$ cat src/core/cpu_ctl_pkg.sv
`default_nettype none
package cpu_ctl_pkg;
    // ********************************************
    // register offsets on the bus (byte addresses)
    // ********************************************
    localparam logic [7:0] OFS_FETCH_PTR  = 8'h00;
    localparam logic [7:0] OFS_STATE_WORD = 8'h04;
    localparam logic [7:0] OFS_STACK_PTR  = 8'h08;
    localparam logic [7:0] OFS_MEM_SIZE   = 8'h0c;
    localparam logic [7:0] OFS_STATUS     = 8'h10;

    // ********************************************
    // reset values and size select codes
    // ********************************************
    localparam logic [7:0]  RST_STATE_WORD = 8'h02;
    localparam logic [7:0]  RST_MEM_SIZE   = 8'hcf;
    localparam logic [15:0] RST_STACK_PTR  = 16'h0000;
    localparam logic [7:0]  MEM_SIZE_8K    = 8'h02;
    localparam logic [7:0]  MEM_SIZE_16K   = 8'h04;

    // ********************************************
    // state word bit positions
    // ********************************************
    localparam int PSW_CARRY = 0;
    localparam int PSW_LEVEL = 1;
    localparam int PSW_BANK0 = 3;
    localparam int PSW_NIBBL = 4;
    localparam int PSW_BANK1 = 5;
    localparam int PSW_ZERO  = 6;
    localparam int PSW_GATE  = 7;

    // ********************************************
    // memory map
    // ********************************************
    localparam logic [15:0] VEC_RESET    = 16'h0000;
    localparam logic [15:0] VEC_LOW_VOLT = 16'h0004;
    localparam logic [15:0] VEC_EXT0     = 16'h0006;
    localparam logic [15:0] VEC_CONV     = 16'h003c;
    localparam logic [15:0] VEC_LAST     = 16'h003f;
    localparam logic [15:0] TCALL_FIRST  = 16'h0040;
    localparam logic [15:0] TCALL_LAST   = 16'h007f;
    localparam logic [15:0] OPT_BYTE     = 16'h0080;
    localparam logic [15:0] SCALL_FIRST  = 16'h0800;
    localparam logic [15:0] SCALL_LAST   = 16'h0fff;
    localparam logic [15:0] ROM_LAST_8K  = 16'h1fff;
    localparam logic [15:0] ROM_LAST_16K = 16'h3fff;
    localparam logic [15:0] RAM_FIRST    = 16'hfc00;
    localparam logic [15:0] BANK_FIRST   = 16'hfee0;
    localparam logic [15:0] RAM_LAST     = 16'hfeff;
    localparam logic [15:0] SFR_FIRST    = 16'hff00;

    // region codes
    localparam logic [3:0] RG_NONE   = 4'h0;
    localparam logic [3:0] RG_VECTOR = 4'h1;
    localparam logic [3:0] RG_TCALL  = 4'h2;
    localparam logic [3:0] RG_OPTION = 4'h3;
    localparam logic [3:0] RG_ROM    = 4'h4;
    localparam logic [3:0] RG_SCALL  = 4'h5;
    localparam logic [3:0] RG_RAM    = 4'h6;
    localparam logic [3:0] RG_BANKS  = 4'h7;
    localparam logic [3:0] RG_SFR    = 4'h8;

    localparam logic [1:0] RESP_OKAY   = 2'h0;
    localparam logic [1:0] RESP_SLVERR = 2'h2;

    // vector fetch sequencer
    typedef enum logic [3:0] {
        ST_RUN  = 4'b0001,
        ST_VLO  = 4'b0010,
        ST_VHI  = 4'b0100,
        ST_VEND = 4'b1000
    } vstate_t;
endpackage : cpu_ctl_pkg
`default_nettype wire

$ cat src/core/cpu_ctl_regs.sv
// Design decisions made here: the register addresses and the AXI4-Lite register port.
`default_nettype none
module cpu_ctl_regs
    import cpu_ctl_pkg::*;
(
    input  wire logic        MCLK,
    input  wire logic        RESET_N,
    // axi4-lite slave
    input  wire logic [7:0]  S_AWADDR,
    input  wire logic        S_AWVALID,
    output logic             S_AWREADY,
    input  wire logic [31:0] S_WDATA,
    input  wire logic [3:0]  S_WSTRB,
    input  wire logic        S_WVALID,
    output logic             S_WREADY,
    output logic [1:0]       S_BRESP,
    output logic             S_BVALID,
    input  wire logic        S_BREADY,
    input  wire logic [7:0]  S_ARADDR,
    input  wire logic        S_ARVALID,
    output logic             S_ARREADY,
    output logic [31:0]      S_RDATA,
    output logic [1:0]       S_RRESP,
    output logic             S_RVALID,
    input  wire logic        S_RREADY,
    // core events
    input  wire logic        FETCH_ADV,
    input  wire logic [1:0]  FETCH_LEN,
    input  wire logic        BRANCH,
    input  wire logic [15:0] BRANCH_TARGET,
    input  wire logic        IRQ_ACK,
    input  wire logic [5:0]  IRQ_VECTOR,
    input  wire logic        IRQ_LOW_LEVEL,
    input  wire logic        IRQ_ENABLE_INSTR,
    input  wire logic        IRQ_DISABLE_INSTR,
    input  wire logic        ALU_WE,
    input  wire logic        ALU_SUB,
    input  wire logic [7:0]  ALU_A,
    input  wire logic [7:0]  ALU_B,
    input  wire logic        CARRY_WE,
    input  wire logic        CARRY_IN,
    input  wire logic        BANK_SELECT_INSTR,
    input  wire logic [1:0]  BANK_SELECT,
    input  wire logic        STATE_RESTORE,
    input  wire logic [7:0]  STATE_RESTORE_DATA,
    input  wire logic        STACK_PUSH,
    input  wire logic        STACK_POP,
    input  wire logic [15:0] MEM_ADDR,
    input  wire logic        MEM_FETCH,
    input  wire logic [7:0]  VEC_DATA,
    // outputs to the core
    output logic [15:0]      NEXT_FETCH_POINTER,
    output logic [7:0]       PROCESSOR_STATE_WORD,
    output logic [15:0]      STACK_TOP_POINTER,
    output logic [15:0]      STACK_ADDR,
    output logic [7:0]       MEMORY_SIZE_SELECT,
    output logic             VEC_RD,
    output logic [15:0]      VEC_ADDR,
    output logic             CORE_RUN,
    output logic [3:0]       MEM_REGION,
    output logic             FETCH_FAULT,
    output logic             IRQ_ALLOW
);
    // ********************************************
    // state
    // ********************************************
    typedef struct packed {
        vstate_t      st;
        logic [7:0]   vlo;
        logic [15:0]  pc;
        logic [7:0]   processor_state_word;
        logic [15:0]  sp;
        logic         sp_set;
        logic [7:0]   memory_size_select;
        logic [15:0]  stk_addr;
        logic         vec_rd;
        logic [15:0]  vec_addr;
        logic [3:0]   region;
        logic         fetch_fault;
        logic         irq_allow;
        logic         awrdy;
        logic [7:0]   awaddr;
        logic         wrdy;
        logic [31:0]  wdata;
        logic [3:0]   wstrb;
        logic         bvalid;
        logic [1:0]   bresp;
        logic         arrdy;
        logic         rvalid;
        logic [31:0]  rdata;
        logic [1:0]   rresp;
    } state_t;

    state_t s_q;
    state_t s_d;
    logic [3:0]  region_now;
    logic [8:0]  sum9;
    logic [4:0]  sum5;
    logic [15:0] wr16;

    // byte lanes 0 and 1 carry the 16-bit registers
    function automatic logic [15:0] merge16(input logic [15:0] old, input logic [31:0] data,
                                            input logic [3:0] strb);
        logic [15:0] r;
        r = old;
        if (strb[0]) begin
            r[7:0] = data[7:0];
        end
        if (strb[1]) begin
            r[15:8] = data[15:8];
        end
        return r;
    endfunction : merge16

    map_decode u_map (
        .addr     (MEM_ADDR),
        .mem_size (s_q.memory_size_select),
        .region   (region_now)
    );

    // ********************************************
    // next state
    // ********************************************
    always_comb begin
        s_d  = s_q;
        wr16 = merge16(16'h0000, s_q.wdata, s_q.wstrb);
        sum9 = 9'h000;
        sum5 = 5'h00;

        // axi address and data channels, taken in either order
        if (s_q.awrdy && S_AWVALID) begin
            s_d.awrdy  = 1'b0;
            s_d.awaddr = S_AWADDR;
        end
        if (s_q.wrdy && S_WVALID) begin
            s_d.wrdy  = 1'b0;
            s_d.wdata = S_WDATA;
            s_d.wstrb = S_WSTRB;
        end
        // write performed once both halves are held
        if (!s_q.awrdy && !s_q.wrdy && !s_q.bvalid) begin
            s_d.bvalid = 1'b1;
            s_d.bresp  = RESP_OKAY;
            case (s_q.awaddr)
                OFS_FETCH_PTR: begin
                    // a write acts as a branch; ignored during vector fetch
                    if (s_q.st == ST_RUN) begin
                        s_d.pc = merge16(s_q.pc, s_q.wdata, s_q.wstrb);
                    end
                end
                OFS_STATE_WORD: begin
                    if (s_q.wstrb[0]) begin
                        s_d.processor_state_word = s_q.wdata[7:0];
                    end
                end
                OFS_STACK_PTR: begin
                    wr16 = merge16(s_q.sp, s_q.wdata, s_q.wstrb);
                    // only RAM may hold the stack
                    if (wr16 >= RAM_FIRST && wr16 <= RAM_LAST) begin
                        s_d.sp     = wr16;
                        s_d.sp_set = 1'b1;
                    end else begin
                        s_d.bresp = RESP_SLVERR;
                    end
                end
                OFS_MEM_SIZE: begin
                    if (s_q.wstrb[0]) begin
                        s_d.memory_size_select = s_q.wdata[7:0];
                    end
                end
                OFS_STATUS: begin
                    s_d.bresp = RESP_OKAY;  // read-only, write dropped
                end
                default: begin
                    s_d.bresp = RESP_SLVERR;
                end
            endcase
        end
        if (s_q.bvalid && S_BREADY) begin
            s_d.bvalid = 1'b0;
            s_d.awrdy  = 1'b1;
            s_d.wrdy   = 1'b1;
        end

        // read channel, answer one cycle after address taken
        if (s_q.arrdy && S_ARVALID) begin
            s_d.arrdy  = 1'b0;
            s_d.rvalid = 1'b1;
            s_d.rresp  = RESP_OKAY;
            case (S_ARADDR)
                OFS_FETCH_PTR:  s_d.rdata = {16'h0000, s_q.pc};
                OFS_STATE_WORD: s_d.rdata = {24'h000000, s_q.processor_state_word};
                OFS_STACK_PTR:  s_d.rdata = {16'h0000, s_q.sp};
                OFS_MEM_SIZE:   s_d.rdata = {24'h000000, s_q.memory_size_select};
                OFS_STATUS:     s_d.rdata = {27'h0000000, s_q.st, s_q.sp_set};
                default: begin
                    s_d.rdata = 32'h00000000;
                    s_d.rresp = RESP_SLVERR;
                end
            endcase
        end
        if (s_q.rvalid && S_RREADY) begin
            s_d.rvalid = 1'b0;
            s_d.arrdy  = 1'b1;
        end

        // instruction fetch from RAM is flagged; peripheral area is not
        s_d.region      = region_now;
        s_d.fetch_fault = MEM_FETCH && (region_now == RG_RAM || region_now == RG_BANKS);

        // ********************************************
        // vector fetch sequencer
        // ********************************************
        case (s_q.st)
            ST_VLO: begin
                // high byte read from the odd address next
                s_d.vec_addr = s_q.vec_addr | 16'h0001;
                s_d.vec_rd   = 1'b1;
                s_d.st       = ST_VHI;
            end
            ST_VHI: begin
                s_d.vlo    = VEC_DATA;
                s_d.vec_rd = 1'b0;
                s_d.st     = ST_VEND;
            end
            ST_VEND: begin
                // fetch pointer loaded from vector bytes
                s_d.pc = {VEC_DATA, s_q.vlo};
                s_d.st = ST_RUN;
            end
            ST_RUN: begin
                if (BRANCH) begin
                    s_d.pc = BRANCH_TARGET;
                end else if (FETCH_ADV) begin
                    s_d.pc = s_q.pc + {14'h0000, FETCH_LEN};
                end
                // enable sets, disable wins over enable
                if (IRQ_ENABLE_INSTR) begin
                    s_d.processor_state_word[PSW_GATE] = 1'b1;
                end
                if (IRQ_DISABLE_INSTR) begin
                    s_d.processor_state_word[PSW_GATE] = 1'b0;
                end
                // restore from stack by return or pop
                if (STATE_RESTORE) begin
                    s_d.processor_state_word = STATE_RESTORE_DATA;
                end
                // nibble carry or borrow at bit 3
                if (ALU_WE) begin
                    sum9 = ALU_SUB ? ({1'b0, ALU_A} - {1'b0, ALU_B})
                                   : ({1'b0, ALU_A} + {1'b0, ALU_B});
                    sum5 = ALU_SUB ? ({1'b0, ALU_A[3:0]} - {1'b0, ALU_B[3:0]})
                                   : ({1'b0, ALU_A[3:0]} + {1'b0, ALU_B[3:0]});
                    s_d.processor_state_word[PSW_ZERO]  = (sum9[7:0] == 8'h00);
                    s_d.processor_state_word[PSW_NIBBL] = sum5[4];
                    s_d.processor_state_word[PSW_CARRY] = sum9[8];
                end
                if (CARRY_WE) begin
                    s_d.processor_state_word[PSW_CARRY] = CARRY_IN;
                end
                if (BANK_SELECT_INSTR) begin
                    s_d.processor_state_word[PSW_BANK0] = BANK_SELECT[0];
                    s_d.processor_state_word[PSW_BANK1] = BANK_SELECT[1];
                end
                // decrement before write, increment after read
                if (STACK_PUSH) begin
                    s_d.sp       = s_q.sp - 16'h0001;
                    s_d.stk_addr = s_q.sp - 16'h0001;
                end else if (STACK_POP) begin
                    s_d.sp       = s_q.sp + 16'h0001;
                    s_d.stk_addr = s_q.sp;
                end
                // acknowledge clears gate, fetches source slot
                if (IRQ_ACK) begin
                    s_d.processor_state_word[PSW_GATE] = 1'b0;
                    s_d.vec_addr      = {10'h000, IRQ_VECTOR[5:1], 1'b0};
                    s_d.vec_rd        = 1'b1;
                    s_d.st            = ST_VLO;
                end
            end
            default: begin
                s_d.st = ST_RUN;
            end
        endcase

        // gate off blocks all; low level blocked when level flag clear
        s_d.irq_allow = s_d.processor_state_word[PSW_GATE] && (s_d.st == ST_RUN) &&
                        (s_d.processor_state_word[PSW_LEVEL] || !IRQ_LOW_LEVEL);
    end

    // ********************************************
    // registers
    // ********************************************
    // 02H via level flag at bit 1; size CFH; stack unset
    always_ff @(posedge MCLK or negedge RESET_N) begin
        if (!RESET_N) begin
            s_q             <= '0;
            s_q.st          <= ST_VLO;
            s_q.processor_state_word         <= RST_STATE_WORD;
            s_q.memory_size_select         <= RST_MEM_SIZE;
            s_q.sp          <= RST_STACK_PTR;
            s_q.vec_rd      <= 1'b1;
            s_q.vec_addr    <= VEC_RESET;
            s_q.awrdy       <= 1'b1;
            s_q.wrdy        <= 1'b1;
            s_q.arrdy       <= 1'b1;
        end else begin
            s_q <= s_d;
        end
    end

    assign S_AWREADY            = s_q.awrdy;
    assign S_WREADY             = s_q.wrdy;
    assign S_BVALID             = s_q.bvalid;
    assign S_BRESP              = s_q.bresp;
    assign S_ARREADY            = s_q.arrdy;
    assign S_RVALID             = s_q.rvalid;
    assign S_RDATA              = s_q.rdata;
    assign S_RRESP              = s_q.rresp;
    assign NEXT_FETCH_POINTER   = s_q.pc;
    assign PROCESSOR_STATE_WORD = s_q.processor_state_word;
    assign STACK_TOP_POINTER    = s_q.sp;
    assign STACK_ADDR           = s_q.stk_addr;
    assign MEMORY_SIZE_SELECT   = s_q.memory_size_select;
    assign VEC_RD               = s_q.vec_rd;
    assign VEC_ADDR             = s_q.vec_addr;
    assign CORE_RUN             = s_q.st[0];  // one-hot run bit, straight from a flop
    assign MEM_REGION           = s_q.region;
    assign FETCH_FAULT          = s_q.fetch_fault;
    assign IRQ_ALLOW            = s_q.irq_allow;
endmodule : cpu_ctl_regs
`default_nettype wire

$ cat src/core/map_decode.sv
`default_nettype none
module map_decode
    import cpu_ctl_pkg::*;
(
    input  wire logic [15:0] addr,
    input  wire logic [7:0]  mem_size,
    output logic      [3:0]  region
);
    // ********************************************
    // flat 64 KB map classification
    // ********************************************
    logic [15:0] rom_last;

    // size select steers the top of flash; the reset value keeps the small part
    always_comb begin
        rom_last = (mem_size == MEM_SIZE_16K) ? ROM_LAST_16K : ROM_LAST_8K;
        if (addr >= SFR_FIRST) begin
            region = RG_SFR;
        end else if (addr >= BANK_FIRST && addr <= RAM_LAST) begin
            region = RG_BANKS;
        end else if (addr >= RAM_FIRST && addr <= RAM_LAST) begin
            region = RG_RAM;
        end else if (addr <= VEC_LAST) begin
            region = RG_VECTOR;
        end else if (addr <= TCALL_LAST) begin
            region = RG_TCALL;
        end else if (addr == OPT_BYTE) begin
            region = RG_OPTION;
        end else if (addr >= SCALL_FIRST && addr <= SCALL_LAST) begin
            region = RG_SCALL;
        end else if (addr <= rom_last) begin
            region = RG_ROM;
        end else begin
            region = RG_NONE;
        end
    end
endmodule : map_decode
`default_nettype wire

$ cat config.mk
export PLATFORM = sky130hd
export DESIGN_NAME = cpu_ctl_regs
export DESIGN_NICKNAME = d
export VERILOG_FILES = /design/src/core/cpu_ctl_pkg.sv /design/src/core/cpu_ctl_regs.sv /design/src/core/map_decode.sv
export SDC_FILE = /design/constraint.sdc
export NUM_CORES = 1
export LEC_CHECK = 0
export BUFFER_PORTS_ARGS = -buffer_cell sky130_fd_sc_hd__buf_2
export CORE_MARGIN = 4
export CORE_UTILIZATION = 47
export CTS_CLUSTER_SIZE = 12
export DETAILED_ROUTE_END_ITERATION = 12
export HOLD_SLACK_MARGIN = 0.05
export PLACE_DENSITY_LB_ADDON = 0.2
export REMOVE_ABC_BUFFERS = 1
export SLEW_MARGIN = 10
export SYNTH_ARGS = -nofsm -noshare
export SYNTH_HDL_FRONTEND = slang
export SYNTH_HIERARCHICAL = 1
export SYNTH_SLANG_ARGS = --single-unit
$ cat constraint.sdc
create_clock -name MCLK -period 2.4 [get_ports MCLK]
set_clock_uncertainty 0.1 [all_clocks]
set_input_delay 0.36 -clock MCLK [delete_from_list [all_inputs] [get_ports MCLK]]
set_output_delay 0.36 -clock MCLK [all_outputs]
set_load 0.005 [all_outputs]
=== Yosys cells after proc, flatten, opt, wreduce, memory -nomap -nowiden ===
Index checks and enable logic that the tools add are counted.

* Magnitude comparators: 11
* Multiplexer cells: 63
* Reduce and logical (&&, ||, !) cells: 38
* $add $sub $neg: 7
* Bitwise logic cells: 1
* Equality and inequality tests: 18

{| class="wikitable"
|+ Operators with widths
! kind !! count
|-
| $mux W16 || 8
|-
| $mux W8 || 13
|-
| $pmux W16 S5 || 1
|-
| $ge A16 B16 Y1 const B || 4
|-
| $pmux W16 S2 || 2
|-
| $mux W17 || 3
|-
| $mux W49 || 1
|-
| $mux W37 || 1
|-
| $mux W36 || 1
|-
| $eq A8 B4 Y1 const B || 4
|-
| $le A16 B16 Y1 const B || 2
|-
| $mux W4 || 8
|-
| $eq A8 B3 Y1 const B || 3
|-
| $logic_not A8 Y1 || 3
|-
| $mux W24 || 1
|-
| $mux W9 || 2
|-
| $add A16 B1 Y16 const B || 1
|-
| $add A16 B2 Y16 || 1
|-
| $eq A16 B8 Y1 const B || 1
|-
| $eq A8 B5 Y1 const B || 2
|-
| $ge A16 B12 Y1 const B || 1
|-
| $le A16 B12 Y1 const B || 1
|-
| $le A16 B16 Y1 || 1
|-
| $le A16 B6 Y1 const B || 1
|-
| 29 further kinds || 72
|}

* Flip-flop bits (word level): 185
* Word-level logic and storage cells: 163
* Output and inout port bits: 129
* Input port bits: 148

=== Depth between registers and ports, before layout ===
Gate-level depths: netlist (run 1).

* Depth in word-level cells: 17
* Depth in mapped cells: 11
* Depth with buffers taken out: 11

=== Cells and area by module ===
Netlist (run 1), hierarchy kept.

{| class="wikitable"
|+ Modules (own cells, without submodules)
! module !! cells each !! sequential area each (µm²) !! area an instance (µm²) !! times used
|-
| cpu_ctl_regs || 911 || 3493.4 || 8733.4 || 1
|-
| map_decode || 32 || 0.0 || 200.2 || 1
|}

=== Worst setup path after synthesis (run 1) ===
OpenSTA, ideal clock, no wires.

* Path kind: in2reg
* Start: input port ALU_SUB
* End: register s_q (netlist bit PROCESSOR_STATE_WORD[6])
* Data required time: 2217 ps
* Arrival time: 2462 ps
* Buffers on the path: 1
* Path slack: -245 ps
* Setup time: 83 ps
* Stages on the path: 9
* Cells stage by stage: clkbuf_1 > mux2i_1 > ha_1 > nor2b_1 > o31a_1 > o41ai_1 > xnor2_1 > or4_1 > o21ai_0

{| class="wikitable"
|+ RTL lines
! item !! RTL line !! text
|-
| start: declaration || cpu_ctl_regs.sv:37 || <nowiki>input wire logic ALU_SUB,</nowiki>
|-
| end: declaration || cpu_ctl_regs.sv:94 || <nowiki>state_t s_q;</nowiki>
|}

==> metrics.md, run 1 <==
| Metric | Value |
|---|---|
| Die height | 146 um |
| Peak VDD IR | 0.000525 V |
| Post-synth top area share | 35.6% |
| P per Cell Area | 1070 nW/um^2 |
| Worst path cell trace | nor4b_4 -> nand2_1 -> ha_1 -> nand4_1 -> or3_1 -> o311a_1 -> o41ai_2 -> and4b_1 |
| Hold depth | 2 |
| Root Buffer | clkbuf_16 |
| Synth warn | 6 |
| Sink Count | 139 |
| Worst Hold Endpoint | VEC_ADDR[1] |
| Crit. End Element | flip-flop |
| RSZ-0062 raised after global routing | yes |
| Fin. max-slew vios | 0 |
| Synthesized flop and latch total | 139 |
| Final antenna diode count | 0 |
| Hold path start | IRQ_VECTOR[1] |
| Mapped Area | 8930 um^2 |
| Vias | 7941 |
| I/O Buffers | 229 |
| Remaining antenna violation count | 0 |
| # Max-Cap Violations | 0 |
| Pin count of the biggest net entering global routing | 59 |
| Violated checks | setup timing |
| Crit. Startpoint | MEMORY_SIZE_SELECT[2] |
| WHS | 68.2 ps |
| Finished Core Util | 60.1% |
| Initial antenna violation count | 3 |
| Number of global-route vias before repair | 7881 |
| FP Rows | 50 |
| DP Wirelength | 20900 um |
| Synth area leaders | dfrtp_1 36%, buf_4 10%, mux2_2 6.8% |
| GR Overflow Total | 0 |
| FF-to-FF End | FETCH_FAULT |
| Core area | 18700 um^2 |
| IO Count | 277 |
| Slew @ Worst Pin | 566 ps |
| Rel. slew slack | 62.2% |
| Final Net Count | 1337 |
| GRT Overall Usage | 25.2% |
| Final hold violation count | 0 |
| Worst-path clk slew | 60 ps |
| Top cell type by total area after synthesis | dfrtp_1 |
| Most instantiated cells after synthesis | 127 x dfrtp_1, 120 x buf_4, 107 x nand2_1, 73 x o21ai_0, 60 x nor2_1 |
| CP Launch Type | flip-flop |
| Seq/Total Area, Yosys | 39.1% |
| Max incr delay on CP | 540 ps |
| Hold Crit Class | primary input to flip-flop |
| Number of distinct library cells after synthesis | 74 |
| Final worst slack | -189 ps |
| Ys flop type | dfrtp_1 |
| Routed wire length | 27100 um |
| DRC viols | 0 |
| Initial Util | 47.8% |
| Critical-path maximum fanout | 2 |
| Min cycle time layout | 2590 ps |
| Critical path data arrival time | 2850 ps |
| Final setup fails | 9 |
| Chip width | 146 um |
| Kind of cell adding the most delay to the critical path | simple AND/OR/NAND/NOR gates |
| Final instance area | 11200 um^2 |
| Critical R2R Launch | MEMORY_SIZE_SELECT[2] |
| CP Depth | 8 |
| Flop2flop setup slack | -190 ps |
| Leak pwr | 5.30 nW |
| Synth Instances | 943 |
| Placed cell areas | 10300 um^2 |
| Die ar. | 21300 um^2 |
| Total power | 12.0 mW |
| Post-synthesis async set-or-reset flop share | 100% |
| Vias per inst | 5.59 |
| CTS tree | done |
| First-pass GRT wire length | 42900 um |
| R2R cell count | 8 |
| Tcrit/Tclk final | 108% |
| Buf+Inv Stages, Crit Path | 0 |
| CTS max path bufs | 2 |
| Critical path's slowest cell | dfstp_2 |
| Most common cell in the synthesized netlist | dfrtp_1 |
| Post-synth EDFFs | 0 |
| Routed length per instance | 19.1 um |
| Iter 0 DRT Violations | 567 |
| H-tree levels | 4 |
| Clk Latency, worst-skew pair | 420 ps |
| Data required, critical path | 2660 ps |
| Status | finished, violations left |
| Avg Cell Area, Syn | 9.47 um^2 |
| Kind of critical path | flip-flop to flip-flop |
| Clock buffer count from CTS | 17 |
| Final GP Congestion | 0.893 |
| Synth-to-layout area growth | 25.8% |
| DRT Pass-1 Iters | 5 |
| Share of layout cells above drive strength 1 | 41.9% |
| Fmax | 386 MHz |
## worst max-delay path by stage
stage | endpoint | slack, ps
5_1_grt | FETCH_FAULT | -260
3_3_place_gp | PROCESSOR_STATE_WORD[6] | -410
3_5_place_dp | PROCESSOR_STATE_WORD[6] | -500
4_1_cts | FETCH_FAULT | -170
2_1_floorplan | STACK_TOP_POINTER[13] | -1340
6_report | FETCH_FAULT | -190
## cells in the final DEF, fill, tap and decap left out, drive strengths merged, types with 5 or more instances in the layout
cell           n
a211oi         8
a21oi         29
a222oi         9
a22oi         15
a31oi          6
and3           6
buf          343
clkbuf        23
conb          28
dfrtp        127
dfstp         12
dlygate4sd3    6
ha            14
inv           18
mux2          54
mux2i         35
mux4           8
nand2        107
nand3         19
nand4         11
nor2          61
nor3          17
nor4           9
nor4b          6
o211ai         5
o21ai         76
o221ai         7
o22ai          8
o31ai          6
or3            7
or4            9
xnor2         22
xor2          11
## timing repair
item,in CTS,in global routing
buffers inserted,1,7
pin swaps,9,15
gates resized for setup,24,45
endpoints found under the hold margin,48,0
setup endpoints to repair,23,29
hold buffers,6,0
## kinds of logic (layout without fill, tap and decap cells)
family	count (synthesis)	after routing	synth area share, %
adder cells (fa/ha/maj)	15	15	2.18
flip-flops	139	139	39.1
buffers and inverters	182	399	12.8
other	1	28	0.0420
AND/OR/NAND/NOR	279	279	15.6
XOR/XNOR	33	33	3.24
multiplexers	97	97	12.7
AO/OA/AOI/OAI	197	197	14.3
## per-stage QoR
step | setup WS (ps) | instances | TNS (ps)
2_1_floorplan | -1340 | 806 | -43650
3_3_place_gp | -408 | 1375 | -1530
3_5_place_dp | -501 | 1375 | -2130
4_1_cts | -167 | 1414 | -335
5_1_grt | -262 | 1421 | -1670
6_report | -189 | 1421 | -563
## per-layer routing
layer	track usage, %	vias up	wire [um]
met5	0	-	27
met3	5.92	52	1950
met2	40.2	322	12800
met4	8.74	6	688
li1	-	3726	-
met1	33.7	3835	11700
## power by group
| group | total [mW] | leakage [nW] | switching (mW) | internal (mW) |
|---|---|---|---|---|
| Sequential | 4.24 | 1.73 | 0.997 | 3.24 |
| Combinational | 5.09 | 3.29 | 2.61 | 2.49 |
| Clock | 2.65 | 0.280 | 1.03 | 1.62 |
## sequential cells by signal, summed over array words and instances, names as in the netlist, 4 cells and up
register              cells
MEM_REGION                4
MEMORY_SIZE_SELECT        8
STACK_TOP_POINTER        16
PROCESSOR_STATE_WORD      8
s_q                      38
NEXT_FETCH_POINTER       16
STACK_ADDR               16
VEC_ADDR                  6
S_RDATA                  16
## cell type report
cell class              count  area [um^2]
well taps                 234          293
flip-flops and latches    139         3490
clock inverters             9          114
fillers                  1657         7470
clock buffers              23          478
inverters                  18         70.1
repair buffers            349         2150
multi-input cells         649         4640
(Power assumes the default switching activity.)
==> run 2: changes to the inputs <==
--- a/config.mk
+++ b/config.mk
@@ -5,11 +5,11 @@
 export SDC_FILE = /design/constraint.sdc
 export NUM_CORES = 1
 export LEC_CHECK = 0
-export BUFFER_PORTS_ARGS = -buffer_cell sky130_fd_sc_hd__buf_2
 export CORE_MARGIN = 4
-export CORE_UTILIZATION = 47
+export CORE_UTILIZATION = 59
 export CTS_CLUSTER_SIZE = 12
 export DETAILED_ROUTE_END_ITERATION = 12
+export DONT_BUFFER_PORTS = 1
 export HOLD_SLACK_MARGIN = 0.05
 export PLACE_DENSITY_LB_ADDON = 0.2
 export REMOVE_ABC_BUFFERS = 1
==> metrics.md, run 2 (same netlist as run 1, synthesis figures left out) <==
| Metric | Value |
|---|---|
| Internal Pwr Total | 7.26 mW |
| P per Cell Area | 1120 nW/um^2 |
| Worst-path clk slew | 60 ps |
| Critical R2R Launch | MEMORY_SIZE_SELECT[2] |
| Combinational share of power | 39.0% |
| Fin. max-slew vios | 0 |
| Crit. End Element | flip-flop |
| Die height | 131 um |
| Placed cell areas | 8870 um^2 |
| Largest Register | s_q |
| Rel. slew slack | 48.0% |
| Multi-input logic area | 4600 um^2 |
| Final antenna diode count | 0 |
| R2R cell count | 8 |
| Final setup fails | 6 |
| Min cycle time layout | 2670 ps |
| Critical-path maximum fanout | 2 |
| DRT Pass-1 Iters | 5 |
| Max incr delay on CP | 540 ps |
| Final instance area | 10500 um^2 |
| Routed wire length | 26500 um |
| # Max-Cap Violations | 0 |
| Flop2flop setup slack | -270 ps |
| Reg area | 3490 um^2 |
| DRC viols | 0 |
| FP Rows | 44 |
| First-pass GRT wire length | 39700 um |
| Status | finished, violations left |
| Initial antenna violation count | 0 |
| RSZ-0062 raised after global routing | yes |
| Critical path's slowest cell | dfstp_2 |
| Critical path data arrival time | 2930 ps |
| Finished Core Util | 71.5% |
| Final GP Congestion | 0.908 |
| CP Launch Type | flip-flop |
| Routed length per instance | 22.3 um |
| Chip width | 131 um |
| Slew @ Worst Pin | 780 ps |
| Root Buffer | clkbuf_16 |
| Sink Count | 139 |
| H-tree levels | 4 |
| IO Count | 277 |
| Initial Util | 60.8% |
| Vias | 7522 |
| Number of global-route vias before repair | 7587 |
| Share of layout cells above drive strength 1 | 24.3% |
| Switching part of the total power | 38.3% |
| I/O Buffers | 0 |
| Iter 0 DRT Violations | 606 |
| # hold bufs at CTS | 76 |
| FF-to-FF End | FETCH_FAULT |
| Hold Crit Class | primary input to asynchronous set/reset pin |
| P_sw | 4.51 mW |
| Final Net Count | 1154 |
| Remaining antenna violation count | 0 |
| Final setup TNS | -840 ps |
| Peak VDD IR | 0.000696 V |
| Clock Power Share | 24.0% |
| Largest register FFs | 38 |
| GR Overflow Total | 0 |
| Fmax | 375 MHz |
| Pin count of the biggest net entering global routing | 140 |
| Clk Latency, worst-skew pair | 420 ps |
| Vias per inst | 6.33 |
| Leak pwr | 4.51 nW |
| Synth-to-layout area growth | 17.7% |
| Final worst slack | -269 ps |
| Tcrit/Tclk final | 111% |
| Sequential share of power | 37.0% |
| DP Wirelength | 19000 um |
| Violated checks | hold timing, setup timing |
| GRT Overall Usage | 30.2% |
| Final hold violation count | 139 |
| Most common cell after layout, fill and taps aside | dfrtp_1 |
| Data required, critical path | 2660 ps |
| Commonest cells after routing, fill and taps aside | 127 x dfrtp_1, 107 x nand2_1, 82 x buf_4, 76 x dlygate4sd3_1, 63 x o21ai_0 |
| Worst path cell trace | nor4b_4 -> nand2_1 -> ha_1 -> nand4_1 -> or3_1 -> o311a_1 -> o41ai_2 -> and4b_1 |
| Dpl ws | -408 ps |
| Core area | 14700 um^2 |
| Clock buffer count from CTS | 17 |
| CTS max path bufs | 2 |
| Kind of critical path | flip-flop to flip-flop |
| Fillers | 1097 |
| CTS tree | done |
| WHS | -462 ps |
| Die ar. | 17200 um^2 |
[run 2: power groups by stage]
stage	registers, mW	logic, mW	clock network, mW
CTS	4.28	4.37	2.84
floorplan	4.11	2.44	0
finish	4.35	4.59	2.82
global placement	4.25	4.05	0
detailed placement	4.30	4.18	0
global route	4.45	5.00	2.95
[run 2: repair_timing]
| action | in CTS | in global routing |
|---|---|---|
| resized for setup | 14 | 37 |
| endpoints found under the setup margin | 24 | 31 |
| hold endpoints to repair | 207 | 139 |
| gates cloned | 0 | 0 |
| pin swaps | 4 | 11 |
| buffers inserted | 2 | 6 |
[run 2: metrics by stage]
step | hold slack (ps) | std cells | power, mW
2_1_floorplan | -35.6 | 806 | 6.55
3_3_place_gp | -31.6 | 1072 | 8.30
3_5_place_dp | -32.3 | 1072 | 8.48
4_1_cts | -476 | 1182 | 11.5
5_1_grt | -484 | 1188 | 12.4
6_report | -462 | 1188 | 11.8
[run 2: how the worst max path moves through the flow]
| stage | from | endpoint | slack, ps |
|---|---|---|---|
| 2_1_floorplan | s_q[184] | STACK_TOP_POINTER[13] | -1340 |
| 3_5_place_dp | ALU_B[0] | PROCESSOR_STATE_WORD[6] | -410 |
| 3_3_place_gp | ALU_B[0] | PROCESSOR_STATE_WORD[6] | -280 |
| 6_report | MEMORY_SIZE_SELECT[2] | FETCH_FAULT | -270 |
| 5_1_grt | MEMORY_SIZE_SELECT[2] | FETCH_FAULT | -310 |
| 4_1_cts | MEMORY_SIZE_SELECT[2] | FETCH_FAULT | -190 |
[run 2: critical path, delay by kind of cell (launching register included)]
kind | cells | cell delay (ps)
AND/OR/NAND/NOR | 5 | 1000
AO/OA/AOI/OAI | 2 | 690
flip-flops | 1 | 540
adder cells (fa/ha/maj) | 1 | 290
[run 2: per-layer routing]
metal / global-route usage [%] / vias up / part of all wire (%)
met1: 36.1 / 3674 / 38
met5: 0 / - / 0
met4: 11.5 / 0 / 2.5
li1: - / 3368 / -
met3: 9.56 / 60 / 10
met2: 50.9 / 420 / 49
[run 2: area by class of cell]
type	count	area share, %
well taps	184	2.19
multi-input cells	649	43.7
clock inverters	11	1.58
inverters	18	0.642
flip-flops and latches	139	33.2
clock buffers	21	4.47
repair buffers	166	14.2
==> run 3: changes to the inputs <==
--- a/config.mk
+++ b/config.mk
@@ -5,8 +5,9 @@
 export SDC_FILE = /design/constraint.sdc
 export NUM_CORES = 1
 export LEC_CHECK = 0
+export CORE_ASPECT_RATIO = 1.1
 export CORE_MARGIN = 4
-export CORE_UTILIZATION = 59
+export CORE_UTILIZATION = 60
 export CTS_CLUSTER_SIZE = 12
 export DETAILED_ROUTE_END_ITERATION = 12
 export DONT_BUFFER_PORTS = 1
==> constraint.sdc (replaced) <==
create_clock -name MCLK -period 2.6 [get_ports MCLK]
set_clock_uncertainty 0.1 [all_clocks]
set_input_delay 0.39 -clock MCLK [delete_from_list [all_inputs] [get_ports MCLK]]
set_output_delay 0.39 -clock MCLK [all_outputs]
set_load 0.005 [all_outputs]
==> metrics.md, run 3 (same netlist as run 1, synthesis figures left out) <==
| Metric | Value |
|---|---|
| Final worst slack | 41.0 ps |
| Clock buffer count from CTS | 17 |
| First-pass GRT wire length | 40500 um |
| Worst-path clk slew | 60 ps |
| CTS tree | done |
| DP Wirelength | 18900 um |
| Flop2flop setup slack | 40 ps |
| CP Launch Type | flip-flop |
| Number of global-route vias before repair | 7490 |
| Critical R2R Launch | s_q[80] |
| FP Rows | 46 |
| Vias | 7299 |
| Final antenna diode count | 0 |
| GRT Overall Usage | 30.3% |
| Final GP Congestion | 0.929 |
| Combinational share of power | 35.9% |
| Most common cell after layout, fill and taps aside | dfrtp_1 |
| DRC viols | 0 |
| Peak VDD IR | 0.000565 V |
| GR Overflow Total | 0 |
| FF-to-FF End | NEXT_FETCH_POINTER[2] |
| Fin. max-slew vios | 0 |
| Die height | 136 um |
| Critical path data arrival time | 2740 ps |
| Crit. Startpoint | s_q[80] |
| Violated checks | hold timing |
| Routed wire length | 25800 um |
| Placed cell areas | 8680 um^2 |
| Slew @ Worst Pin | 781 ps |
| I/O Buffers | 0 |
| Root Buffer | clkbuf_16 |
| RSZ-0062 raised after global routing | no |
| Sequential share of power | 40.0% |
| Dpl ws | -220 ps |
| Kind of critical path | flip-flop to flip-flop |
| Internal Pwr Total | 6.18 mW |
| P per Cell Area | 1020 nW/um^2 |
| # Max-Cap Violations | 0 |
| Clock Power Share | 24.1% |
| Fmax | 391 MHz |
| Fillers | 1134 |
| Remaining antenna violation count | 0 |
| Placed Cells | 1059 |
| Clk Latency, worst-skew pair | 420 ps |
| Chip width | 124 um |
| IO Count | 277 |
| Final instance area | 9990 um^2 |
| Initial Util | 61.6% |
| Tcrit/Tclk final | 98.4% |
| Crit. End Element | flip-flop |
| Initial antenna violation count | 0 |
| Finished Core Util | 68.9% |
| DRT Pass-1 Iters | 8 |
| Die ar. | 16900 um^2 |
| Status | finished, violations left |
| Share of layout cells above drive strength 1 | 20.1% |
| Rel. slew slack | 47.7% |
| Commonest cells after routing, fill and taps aside | 127 x dfrtp_1, 107 x nand2_1, 73 x o21ai_0, 68 x dlygate4sd3_1, 62 x buf_4 |
| Critical-path maximum fanout | 6 |
| Data required, critical path | 2780 ps |
| Final hold violation count | 139 |
| CTS max path bufs | 2 |
| Sink Count | 139 |
| Largest register FFs | 38 |
| Largest Register | s_q |
| Final setup fails | 0 |
| Hold Crit Class | primary input to asynchronous set/reset pin |
| Synth-to-layout area growth | 11.9% |
| Core area | 14500 um^2 |
| Final Net Count | 1118 |
| WHS | -444 ps |
| Routed length per instance | 22.2 um |
| Min cycle time layout | 2560 ps |
| Leak pwr | 4.25 nW |
| Switching part of the total power | 39.4% |
| P_sw | 4.02 mW |
| Iter 0 DRT Violations | 636 |
| R2R cell count | 6 |
| Pin count of the biggest net entering global routing | 140 |
| H-tree levels | 4 |
| Final setup TNS | 0 ps |
| Fin cells | 1160 |
| CP endpoint | NEXT_FETCH_POINTER[2] |
| Vias per inst | 6.29 |
-- run 3: worst min path at each step --
stage	to	slack, ps	depth (start not counted)
2_1_floorplan	CORE_RUN	-6	0
3_3_place_gp	NEXT_FETCH_POINTER[15]	-0.6	0
3_5_place_dp	NEXT_FETCH_POINTER[14]	-1	0
4_1_cts	NEXT_FETCH_POINTER[14]	-450	0
5_1_grt	NEXT_FETCH_POINTER[14]	-460	0
6_report	NEXT_FETCH_POINTER[14]	-440	0
-- run 3: repair_timing --
item | CTS | global route
resized for setup | 2 | 3
buffers inserted | 0 | 1
hold buffers | 66 | 2
endpoints found under the setup margin | 1 | 4
pin swaps | 6 | 6
hold endpoints to repair | 200 | 141
-- run 3: routing by layer --
metal  GRT usage, %  wire length (um)  up-vias
li1               -                 -     3273
met1           35.1              9700     3615
met2           53.3             13200      366
met3           9.67              2360       45
met4           10.4               519        0
met5              0                 0        -
-- run 3: area by class of cell --
type                       count  area [um^2]  area share, %
clock buffer                  21          460           4.61
multi-input combinational    649         4450           44.5
inverter                      18         67.6          0.676
sequential                   139         3490           35.0
clock inverter                11          135           1.35
tap                          192          240           2.40
timing repair buffer         130         1150           11.5
-- run 3: stage by stage --
step | hold WS, ps | total power, mW
4_1_cts | -455 | 10.2
3_3_place_gp | -0.593 | 7.44
2_1_floorplan | -5.59 | 6.04
3_5_place_dp | -1.29 | 7.59
5_1_grt | -462 | 10.8
6_report | -444 | 10.2
-- run 3: worst max-delay path, stage by stage (launching register included) --
cell and delay [ps]:
dfrtp_1 390, or4_4 550, or4b_4 570, or3_4 390, and3_1 190, a211oi_2 150, o21ai_1 90
-- run 3: power by group through the flow --
stage | combinational (mW) | clock, mW | sequential (mW)
global placement | 3.38 | 0 | 4.06
finish | 3.67 | 2.46 | 4.08
floorplan | 2.25 | 0 | 3.80
detailed placement | 3.50 | 0 | 4.09
global route | 4.02 | 2.57 | 4.19
CTS | 3.62 | 2.48 | 4.06
